## src/design/cls_pkg.sv

```systemverilog
package cls_pkg;

  // ----------------------------------------------------------------
  // clock and timing
  // ----------------------------------------------------------------
  localparam int CLK_PERIOD_NS = 40;
  localparam int RESET_MIN_NS = 320;
  localparam int RESET_MIN_CYC = (RESET_MIN_NS + CLK_PERIOD_NS - 1) / CLK_PERIOD_NS;
  localparam int USER_WAIT_US = 25;
  localparam int USER_WAIT_CYC = (USER_WAIT_US * 1000 + CLK_PERIOD_NS - 1) / CLK_PERIOD_NS;
  localparam int DATA_WAIT_NS = 1200;
  localparam int DATA_WAIT_CYC = (DATA_WAIT_NS + CLK_PERIOD_NS - 1) / CLK_PERIOD_NS;
  localparam int CHAIN_BITS = 1344;
  localparam int CNT_W = 16;

  // ----------------------------------------------------------------
  // register map
  // ----------------------------------------------------------------
  localparam logic [3:0] REG_CTRL = 4'h0;
  localparam logic [3:0] REG_STATUS = 4'h4;
  localparam logic [3:0] REG_WAIT = 4'h8;
  localparam logic [3:0] REG_BITS = 4'hC;
  localparam int CTRL_ACTIVE_BIT = 0;
  localparam int CTRL_BY_EIGHT_BIT = 1;
  localparam int CTRL_CHAIN_BIT = 2;
  localparam int CTRL_START_BIT = 3;
  localparam int CTRL_JTAG_BIT = 4;
  localparam logic [31:0] CTRL_RESET = 32'h0000_0000;

  // divider half periods minus one, in system cycles (divide by four / eight)
  localparam logic [2:0] HALF_BY_FOUR = 3'h1;
  localparam logic [2:0] HALF_BY_EIGHT = 3'h3;

  typedef enum logic [2:0] {
    CLS_IDLE = 3'b000,
    CLS_RESET = 3'b001,
    CLS_DATA_WAIT = 3'b010,
    CLS_LOAD = 3'b011,
    CLS_USER_WAIT = 3'b100,
    CLS_USER = 3'b101
  } cls_state_t;

  typedef struct packed {
    logic wr;
    logic rd;
    logic [3:0] addr;
    logic [31:0] wdata;
  } cls_bus_t;

endpackage

```

## src/design/cls_clkdiv.sv

```systemverilog
`timescale 1ns/1ps
// configuration clock divider: toggles every half period while enabled
module cls_clkdiv (
  // clock and reset
  input wire logic clock_i,
  input wire logic nrst_i,
  // control
  input wire logic run_i,
  input wire logic [2:0] half_i,
  // divided clock and its rising-edge enable
  output logic config_clock_o,
  output logic rise_o
);
  logic [2:0] cnt;

  // counter restarts when stopped so the first edge is a full phase away
  always_ff @(posedge clock_i or negedge nrst_i) begin
    if (!nrst_i) begin
      cnt <= 3'h0;
      config_clock_o <= 1'b0;
    end else if (!run_i) begin
      cnt <= 3'h0;
      config_clock_o <= 1'b0;
    end else if (cnt == half_i) begin
      cnt <= 3'h0;
      config_clock_o <= ~config_clock_o;
    end else begin
      cnt <= cnt + 3'h1;
    end
  end

  // one-cycle pulse in the cycle before the output goes high
  assign rise_o = run_i && (cnt == half_i) && !config_clock_o;
endmodule

```

## src/design/cls_top.sv

```systemverilog
// The address-and-strobe port and the address map were decided locally.
`timescale 1ns/1ps
// What this block does
// - after the done flag rises, at least 25 us pass before user mode is declared.
// - in active mode the config clock is the system clock divided by four or by eight.
// - over boundary scan the wait starts only with done high and enter-user received.
// - a parallel chain of width two or four forces the divide-by-four setting.
module cls_top (
  // clock and reset
  input wire logic clock_i,
  input wire logic nrst_i,
  // register port
  input wire logic [3:0] addr_i,
  input wire logic [31:0] wdata_i,
  input wire logic wr_i,
  input wire logic rd_i,
  output logic [31:0] rdata_o,
  // configuration pins
  input wire logic creset_n_i,
  input wire logic passive_clock_i,
  input wire logic data_i,
  input wire logic config_done_flag_i,
  input wire logic enter_user_mode_instruction_i,
  output logic config_clock_o,
  output logic config_clock_oe_o,
  // status
  output logic user_mode_o,
  output logic system_reset_n_o,
  output logic data_bit_o,
  output logic data_valid_o
);
  cls_pkg::cls_bus_t bus;
  cls_pkg::cls_state_t state;
  logic active_mode;
  logic active_clock_divide_by_eight;
  logic chain_narrow;
  logic jtag_path;
  logic [1:0] rst_sync;
  logic [1:0] pclk_sync;
  logic [1:0] dat_sync;
  logic [1:0] done_sync;
  logic [1:0] eu_sync;
  logic pclk_d;
  logic [cls_pkg::CNT_W-1:0] cnt;
  logic [31:0] bit_count;
  logic user_pulse_seen;
  logic div_run;
  logic div_rise;
  logic [2:0] half;
  logic sample;
  logic reset_done;
  cls_pkg::cls_state_t resume_state;
  logic user_hold;

  assign bus = '{wr: wr_i, rd: rd_i, addr: addr_i, wdata: wdata_i};

  // ----------------------------------------------------------------
  // pin synchronisers
  // ----------------------------------------------------------------
  always_ff @(posedge clock_i or negedge nrst_i) begin
    if (!nrst_i) begin
      rst_sync <= 2'h3;
      pclk_sync <= 2'h0;
      dat_sync <= 2'h0;
      done_sync <= 2'h0;
      eu_sync <= 2'h0;
    end else begin
      rst_sync <= {rst_sync[0], creset_n_i};
      pclk_sync <= {pclk_sync[0], passive_clock_i};
      dat_sync <= {dat_sync[0], data_i};
      done_sync <= {done_sync[0], config_done_flag_i};
      eu_sync <= {eu_sync[0], enter_user_mode_instruction_i};
    end
  end

  // ----------------------------------------------------------------
  // registers
  // ----------------------------------------------------------------
  always_ff @(posedge clock_i or negedge nrst_i) begin
    if (!nrst_i) begin
      active_mode <= cls_pkg::CTRL_RESET[cls_pkg::CTRL_ACTIVE_BIT];
      active_clock_divide_by_eight <= cls_pkg::CTRL_RESET[cls_pkg::CTRL_BY_EIGHT_BIT];
      chain_narrow <= cls_pkg::CTRL_RESET[cls_pkg::CTRL_CHAIN_BIT];
      jtag_path <= 1'b0;
    end else if (bus.wr && bus.addr == cls_pkg::REG_CTRL) begin
      active_mode <= bus.wdata[cls_pkg::CTRL_ACTIVE_BIT];
      active_clock_divide_by_eight <= bus.wdata[cls_pkg::CTRL_BY_EIGHT_BIT];
      chain_narrow <= bus.wdata[cls_pkg::CTRL_CHAIN_BIT];
      jtag_path <= bus.wdata[cls_pkg::CTRL_JTAG_BIT];
    end
  end

  // read data valid only in the cycle after the strobe
  always_ff @(posedge clock_i or negedge nrst_i) begin
    if (!nrst_i) begin
      rdata_o <= 32'h0000_0000;
    end else if (bus.rd) begin
      case (bus.addr)
        cls_pkg::REG_CTRL: begin
          rdata_o <= {27'h0, jtag_path, 1'b0, chain_narrow, active_clock_divide_by_eight,
            active_mode};
        end
        cls_pkg::REG_STATUS: rdata_o <= {24'h0, user_mode_o, done_sync[1], 3'h0, state};
        cls_pkg::REG_WAIT: rdata_o <= {{(32 - cls_pkg::CNT_W){1'b0}}, cnt};
        cls_pkg::REG_BITS: rdata_o <= bit_count;
        default: rdata_o <= 32'h0000_0000;
      endcase
    end else begin
      rdata_o <= 32'h0000_0000;
    end
  end

  // ----------------------------------------------------------------
  // clocking
  // ----------------------------------------------------------------
  // narrow parallel chains cannot run at divide-by-eight, so the bit is overridden
  assign half = (active_clock_divide_by_eight && !chain_narrow) ?
    cls_pkg::HALF_BY_EIGHT : cls_pkg::HALF_BY_FOUR;
  assign div_run = active_mode && (state == cls_pkg::CLS_LOAD);

  cls_clkdiv u_div (
    .clock_i(clock_i),
    .nrst_i(nrst_i),
    .run_i(div_run),
    .half_i(half),
    .config_clock_o(config_clock_o),
    .rise_o(div_rise)
  );

  // active drives the clock pin, passive leaves it to the host
  assign config_clock_oe_o = active_mode;

  always_ff @(posedge clock_i or negedge nrst_i) begin
    if (!nrst_i) begin
      pclk_d <= 1'b0;
    end else begin
      pclk_d <= pclk_sync[1];
    end
  end

  // rising edge of whichever clock is in charge samples a bit
  assign sample = active_mode ? div_rise : (pclk_sync[1] && !pclk_d);

  // ----------------------------------------------------------------
  // sequencer
  // ----------------------------------------------------------------
  assign reset_done = (cnt >= cls_pkg::CNT_W'(cls_pkg::RESET_MIN_CYC - 1));

  // the reset pin interrupts any state; where it was is kept so a short glitch returns there, with any wait count restarted
  always_ff @(posedge clock_i or negedge nrst_i) begin
    if (!nrst_i) begin
      state <= cls_pkg::CLS_IDLE;
      resume_state <= cls_pkg::CLS_IDLE;
      cnt <= '0;
      user_pulse_seen <= 1'b0;
    end else if (!rst_sync[1] && (state != cls_pkg::CLS_RESET)) begin
      resume_state <= state;
      state <= cls_pkg::CLS_RESET;
      cnt <= '0;
    end else begin
      case (state)
        cls_pkg::CLS_IDLE, cls_pkg::CLS_USER: begin
          cnt <= '0;
        end
        cls_pkg::CLS_RESET: begin
          // short pulses go back where they came from; a restarted wait only grows longer
          if (rst_sync[1]) begin
            state <= reset_done ? cls_pkg::CLS_DATA_WAIT : resume_state;
            cnt <= '0;
          end else if (!reset_done) begin
            cnt <= cnt + 1'b1;
          end
        end
        cls_pkg::CLS_DATA_WAIT: begin
          // an enter-user seen before this reset must not count for the new load
          user_pulse_seen <= 1'b0;
          // data before this point is the host's fault; it is simply not taken
          if (cnt == cls_pkg::CNT_W'(cls_pkg::DATA_WAIT_CYC - 1)) begin
            state <= cls_pkg::CLS_LOAD;
            cnt <= '0;
          end else begin
            cnt <= cnt + 1'b1;
          end
        end
        cls_pkg::CLS_LOAD: begin
          user_pulse_seen <= user_pulse_seen | eu_sync[1];
          // over boundary scan the wait also needs the enter-user instruction
          if (done_sync[1] && (!jtag_path || user_pulse_seen || eu_sync[1])) begin
            state <= cls_pkg::CLS_USER_WAIT;
            cnt <= '0;
          end
        end
        cls_pkg::CLS_USER_WAIT: begin
          user_pulse_seen <= 1'b0;
          if (cnt == cls_pkg::CNT_W'(cls_pkg::USER_WAIT_CYC - 1)) begin
            state <= cls_pkg::CLS_USER;
          end else begin
            cnt <= cnt + 1'b1;
          end
        end
        default: state <= cls_pkg::CLS_IDLE;
      endcase
    end
  end

  // ----------------------------------------------------------------
  // data capture and outputs
  // ----------------------------------------------------------------
  always_ff @(posedge clock_i or negedge nrst_i) begin
    if (!nrst_i) begin
      data_bit_o <= 1'b0;
      data_valid_o <= 1'b0;
      bit_count <= 32'h0000_0000;
    end else begin
      data_valid_o <= (state == cls_pkg::CLS_LOAD) && sample;
      if ((state == cls_pkg::CLS_LOAD) && sample) begin
        data_bit_o <= dat_sync[1];
        bit_count <= bit_count + 32'h0000_0001;
      end else if (state == cls_pkg::CLS_DATA_WAIT) begin
        bit_count <= 32'h0000_0000;
      end
    end
  end

  // a reset still being qualified does not end user mode, so a short glitch is invisible
  assign user_hold = (state == cls_pkg::CLS_USER) ||
    ((state == cls_pkg::CLS_RESET) && (resume_state == cls_pkg::CLS_USER) && !reset_done);

  // system logic stays in reset until the whole wait is over
  always_ff @(posedge clock_i or negedge nrst_i) begin
    if (!nrst_i) begin
      user_mode_o <= 1'b0;
      system_reset_n_o <= 1'b0;
    end else begin
      user_mode_o <= user_hold;
      system_reset_n_o <= user_hold;
    end
  end
endmodule

```

## config.mk

```make
export PLATFORM = sky130hd
export DESIGN_NAME = cls_top
export DESIGN_NICKNAME = d
export VERILOG_FILES = /design/src/design/cls_pkg.sv /design/src/design/cls_clkdiv.sv /design/src/design/cls_top.sv
export SDC_FILE = /design/constraint.sdc
export NUM_CORES = 1
export LEC_CHECK = 0
export ABC_AREA = 1
export BUFFER_PORTS_ARGS = -buffer_cell sky130_fd_sc_hd__buf_2
export CORE_ASPECT_RATIO = 1.75
export CORE_MARGIN = 2
export CORE_UTILIZATION = 30
export CTS_CLUSTER_DIAMETER = 80
export CTS_CLUSTER_SIZE = 28
export DETAILED_ROUTE_END_ITERATION = 16
export SETUP_SLACK_MARGIN = 0.05
export SLEW_MARGIN = 20
export SYNTH_ARGS = -nofsm -noshare
export SYNTH_HDL_FRONTEND = slang
export SYNTH_HIERARCHICAL = 1
export SYNTH_SLANG_ARGS = --single-unit
export TNS_END_PERCENT = 20
```

## constraint.sdc

```tcl
create_clock -name clock_i -period 2.3 [get_ports clock_i]
set_input_delay 0.345 -clock clock_i [delete_from_list [all_inputs] [get_ports clock_i]]
set_output_delay 0.345 -clock clock_i [all_outputs]
set_load 0.02 [all_outputs]
```

==> metrics <==
number of instances in the synthesized netlist 785; number of rows created at floorplan 67; final net count 903; PortBufs 54; LEAKAGE 3.46 nW; power density over the cells 600 mW/mm2; setup repair after global routing missed its margin no; Distinct cells, synth 40; Rel. slew slack 0.589; number of enable flip-flop cells after synthesis 0; launching element type of the critical path register; via count of the routed design 5379; Final Slew Violations 0; final total negative setup slack 0 ps; final HPWL from detailed placement 12.4 mm; maximum fanout count along the critical path 9; leading register cell type out of synthesis sky130_fd_sc_hd__dfrtp_1; fraction of layout instances using a drive strength above 1 0.162; capturing instance or port of the critical path bit_count[14]$_DFFE_PN0P_; FF-to-FF Start state[1]$_DFFE_PN0P_; Critical Path RT ~2500 ps; CTS Buf Count 9; number of global-route vias before repair between 5000 and 6000; setup skew after layout 14.3 ps; global-route usage over all layers 0.162; number of failing hold endpoints at the final stage 0; Critical R2R Capture bit_count[14]$_DFFE_PN0P_; Post-Route Utilization 0.358; post-route cell area 0.00686 mm2; Die Ht roughly 190 um; number of DRC markers in iteration 0 312; cell chosen for the clock root sky130_fd_sc_hd__clkbuf_16; Wirelength per Cell 14.8 um; die footprint 0.0208 mm2; flip-flop and latch count after synthesis 109; # IOs 83; run status finished, final reports clean; largest net degree at the start of global routing 110; post-detailed-route DRC marker count 0; Yosys top cell by area sky130_fd_sc_hd__dfrtp_1; Max Buffers Root-to-Sink 2; start-to-end type of the worst setup path register to register; critical path startpoint state[1]$_DFFE_PN0P_; Num Clock Sinks 109; depth of the worst register-to-register path 13; routed via count divided by cell count 4.89; Arr. time, crit path 2330 ps; Routability Congestion 0.910; Hold WS roughly 37 ps; insertion delay to the later sink of the worst-skew pair 360 ps; top post-synthesis cells by area sky130_fd_sc_hd__dfrtp_1 45%, sky130_fd_sc_hd__nand2_1 14%, sky130_fd_sc_hd__nand3_1 6.9%, sky130_fd_sc_hd__inv_1 5.9%, sky130_fd_sc_hd__nor2_1 5.2%; final WL 16.3 mm; Async SR Flop Fraction 1.00; area overhead of the layout relative to synthesis 16.4%; grt ovf 0; Antenna Cells 0; synthesized area per cell 7.51 um2; antenna violations before repair 0; share of the synthesized area in the top cell type 0.454; Min-Delay Path Class input pin to async pin; First-pass DRT Iterations 5; wire length of the first global-routing pass 25.8 mm; cell area after synthesis slightly below 0.006 mm2; number of H-tree levels 3; final critical delay including setup and external delays 2100 ps; Die Width 110 um; Antenna Violating Nets Remaining 0; post-synthesis sequential area ratio 0.463; Tightest Pin Transition 616 ps; final-report setup violation count 0; number of maximum-capacitance violations 0; Peak VDD IR about 0.35 mV; TritonCTS clock tree done; register-to-register path setup slack between 200 and 250 ps; clock-pin slew on the worst setup and hold paths about 80 ps; Starting Density 0.307; post-route clock period utilization 0.913; Cell Area, Placed 0.00652 mm2; number of buffers inserted for hold repair after clock tree synthesis 0; Peak Freq 476 MHz; number of warnings printed during yosys synthesis 6; sort of element at the end of the critical path register; core footprint 0.0192 mm2
synthesized netlist by cell type (2+ instances only):
library cell,number
sky130_fd_sc_hd__nor3_1,12
sky130_fd_sc_hd__clkbuf_1,6
sky130_fd_sc_hd__a21oi_1,19
sky130_fd_sc_hd__o31ai_1,2
sky130_fd_sc_hd__dfstp_2,2
sky130_fd_sc_hd__dfrtp_1,107
sky130_fd_sc_hd__buf_2,9
sky130_fd_sc_hd__xnor2_1,2
sky130_fd_sc_hd__nand2_1,221
sky130_fd_sc_hd__a221oi_1,3
sky130_fd_sc_hd__o21ai_1,10
sky130_fd_sc_hd__xor2_1,8
sky130_fd_sc_hd__nand3_1,81
sky130_fd_sc_hd__inv_1,92
sky130_fd_sc_hd__ha_1,5
sky130_fd_sc_hd__o22ai_1,8
sky130_fd_sc_hd__buf_6,4
sky130_fd_sc_hd__nand3_2,4
sky130_fd_sc_hd__o21ai_0,28
sky130_fd_sc_hd__inv_2,10
sky130_fd_sc_hd__o211ai_1,11
sky130_fd_sc_hd__conb_1,2
sky130_fd_sc_hd__nor4_1,2
sky130_fd_sc_hd__nor2_1,81
sky130_fd_sc_hd__nand2_2,11
sky130_fd_sc_hd__nand4_1,19
sky130_fd_sc_hd__nor2_2,11
sky130_fd_sc_hd__buf_4,3
placed cells by master, fill, tap and decap left out, types with 2 or more instances in the layout:
cell | Yosys | layout
sky130_fd_sc_hd__nand2_1 | 221 | 221
sky130_fd_sc_hd__dfrtp_1 | 107 | 106
sky130_fd_sc_hd__inv_1 | 92 | 92
sky130_fd_sc_hd__nand3_1 | 81 | 80
sky130_fd_sc_hd__nor2_1 | 81 | 80
sky130_fd_sc_hd__buf_2 | 9 | 53
sky130_fd_sc_hd__o21ai_0 | 28 | 28
sky130_fd_sc_hd__buf_4 | 3 | 23
sky130_fd_sc_hd__nand4_1 | 19 | 19
sky130_fd_sc_hd__a21oi_1 | 19 | 19
sky130_fd_sc_hd__nor3_1 | 12 | 12
sky130_fd_sc_hd__nand2_2 | 11 | 11
sky130_fd_sc_hd__nor2_2 | 11 | 11
sky130_fd_sc_hd__o211ai_1 | 11 | 11
sky130_fd_sc_hd__o21ai_1 | 10 | 10
sky130_fd_sc_hd__inv_2 | 10 | 9
sky130_fd_sc_hd__clkbuf_16 | 0 | 9
sky130_fd_sc_hd__xor2_1 | 8 | 8
sky130_fd_sc_hd__o22ai_1 | 8 | 8
sky130_fd_sc_hd__nand3_2 | 4 | 5
sky130_fd_sc_hd__ha_1 | 5 | 5
sky130_fd_sc_hd__conb_1 | 2 | 4
sky130_fd_sc_hd__a221oi_1 | 3 | 3
sky130_fd_sc_hd__o31ai_1 | 2 | 2
sky130_fd_sc_hd__nor4_1 | 2 | 2
sky130_fd_sc_hd__inv_6 | 0 | 2
sky130_fd_sc_hd__clkinv_4 | 0 | 2
sky130_fd_sc_hd__dfstp_2 | 2 | 2
sky130_fd_sc_hd__xnor2_1 | 2 | 2
what timing repair did:
action / in CTS / in global routing
buffers inserted: 0 / 1
endpoints found under the setup margin: 0 / 25
gates resized for setup: 0 / 6
endpoints found under the hold margin: 0 / 0
flip-flops by register name (all words and copies together), names as in the netlist:
| register | count |
|---|---|
| bit_count | 32 |
| rdata_o | 32 |
| cnt | 16 |
| resume_state | 3 |
| state | 3 |
| u_div/cnt | 3 |
| dat_sync | 2 |
| done_sync | 2 |
| eu_sync | 2 |
| pclk_sync | 2 |
| rst_sync | 2 |
| active_clock_divide_by_eight | 1 |
| chain_narrow | 1 |
| config_clock_oe_o | 1 |
| data_bit_o | 1 |
| data_valid_o | 1 |
| jtag_path | 1 |
| pclk_d | 1 |
| system_reset_n_o | 1 |
| u_div/config_clock_o | 1 |
| user_pulse_seen | 1 |
worst min-delay path by stage:
stage               slack (ps)                    from                                       end  cells past startpoint
detailed placement         340  pclk_sync[0]$_DFF_PN0_                    pclk_sync[1]$_DFF_PN0_                      0
global placement           330   dat_sync[0]$_DFF_PN0_                     dat_sync[1]$_DFF_PN0_                      0
floorplan                   50                  nrst_i  active_clock_divide_by_eight$_DFFE_PN0P_                      0
finish                      40                  nrst_i                    done_sync[0]$_DFF_PN0_                      2
CTS                         60              creset_n_i                     rst_sync[0]$_DFF_PN1_                      1
global route                70              creset_n_i                     rst_sync[0]$_DFF_PN1_                      1
critical path, stage by stage, from the launching register on:
cell,delay [ps]
sky130_fd_sc_hd__dfrtp_2,430
sky130_fd_sc_hd__nand3_2,110
sky130_fd_sc_hd__nor2_1,130
sky130_fd_sc_hd__inv_1,50
sky130_fd_sc_hd__nor2_1,80
sky130_fd_sc_hd__nand4_1,120
sky130_fd_sc_hd__inv_1,80
sky130_fd_sc_hd__nor2_1,50
sky130_fd_sc_hd__nor2_1,130
sky130_fd_sc_hd__nand2_2,180
sky130_fd_sc_hd__buf_4,230
sky130_fd_sc_hd__nand2_2,80
sky130_fd_sc_hd__buf_4,180
sky130_fd_sc_hd__o22ai_1,100
cell type report:
type,count,area [um2]
Timing Repair Buffer,77,458
Inverter,102,385
Clock inverter,6,81.3
Sequential cell,109,2730
Tap cell,241,302
Multi-Input combinational cell,554,2670
Fill cell,2005,12300
Clock buffer,10,239
where the power goes:
| part | total, mW | internal [mW] | switching, mW |
|---|---|---|---|
| Sequential | 1.99 | 1.96 | 0.0289 |
| Clock | 1.67 | 0.897 | 0.776 |
| Combinational | 0.452 | 0.132 | 0.319 |
cells by family (layout without fill, tap and decap cells):
| kind of cell | count (synthesis) | after routing | synth area share |
|---|---|---|---|
| AOI/OAI and AO/OA | 87 | 87 | 0.0879 |
| buffers and inverters | 124 | 195 | 0.0879 |
| adders and majority gates | 5 | 5 | 0.0106 |
| and+or+nand+nor | 446 | 446 | 0.331 |
| DFF | 109 | 109 | 0.463 |
| xor gates and xnor gates | 10 | 10 | 0.0149 |
| other | 2 | 4 | 0.00127 |
| muxes | 2 | 2 | 0.00361 |
stage by stage:
step	std cells	total power [mW]	setup WS, ps
after floorplan	787	2.31	345
after global placement	1082	2.48	197
after detailed placement	1082	2.48	198
after CTS	1098	4.17	166
after global routing	1099	4.28	53.1
final	1099	4.12	201
metal layers:
layer	up-vias	GRT usage	part of all wire
met5	-	0	0
met2	148	0.308	0.56
li1	2657	-	-
met1	2519	0.158	0.35
met3	55	0.0224	0.033
met4	0	0.0979	0.054
Power figures use the tool's default switching activity.
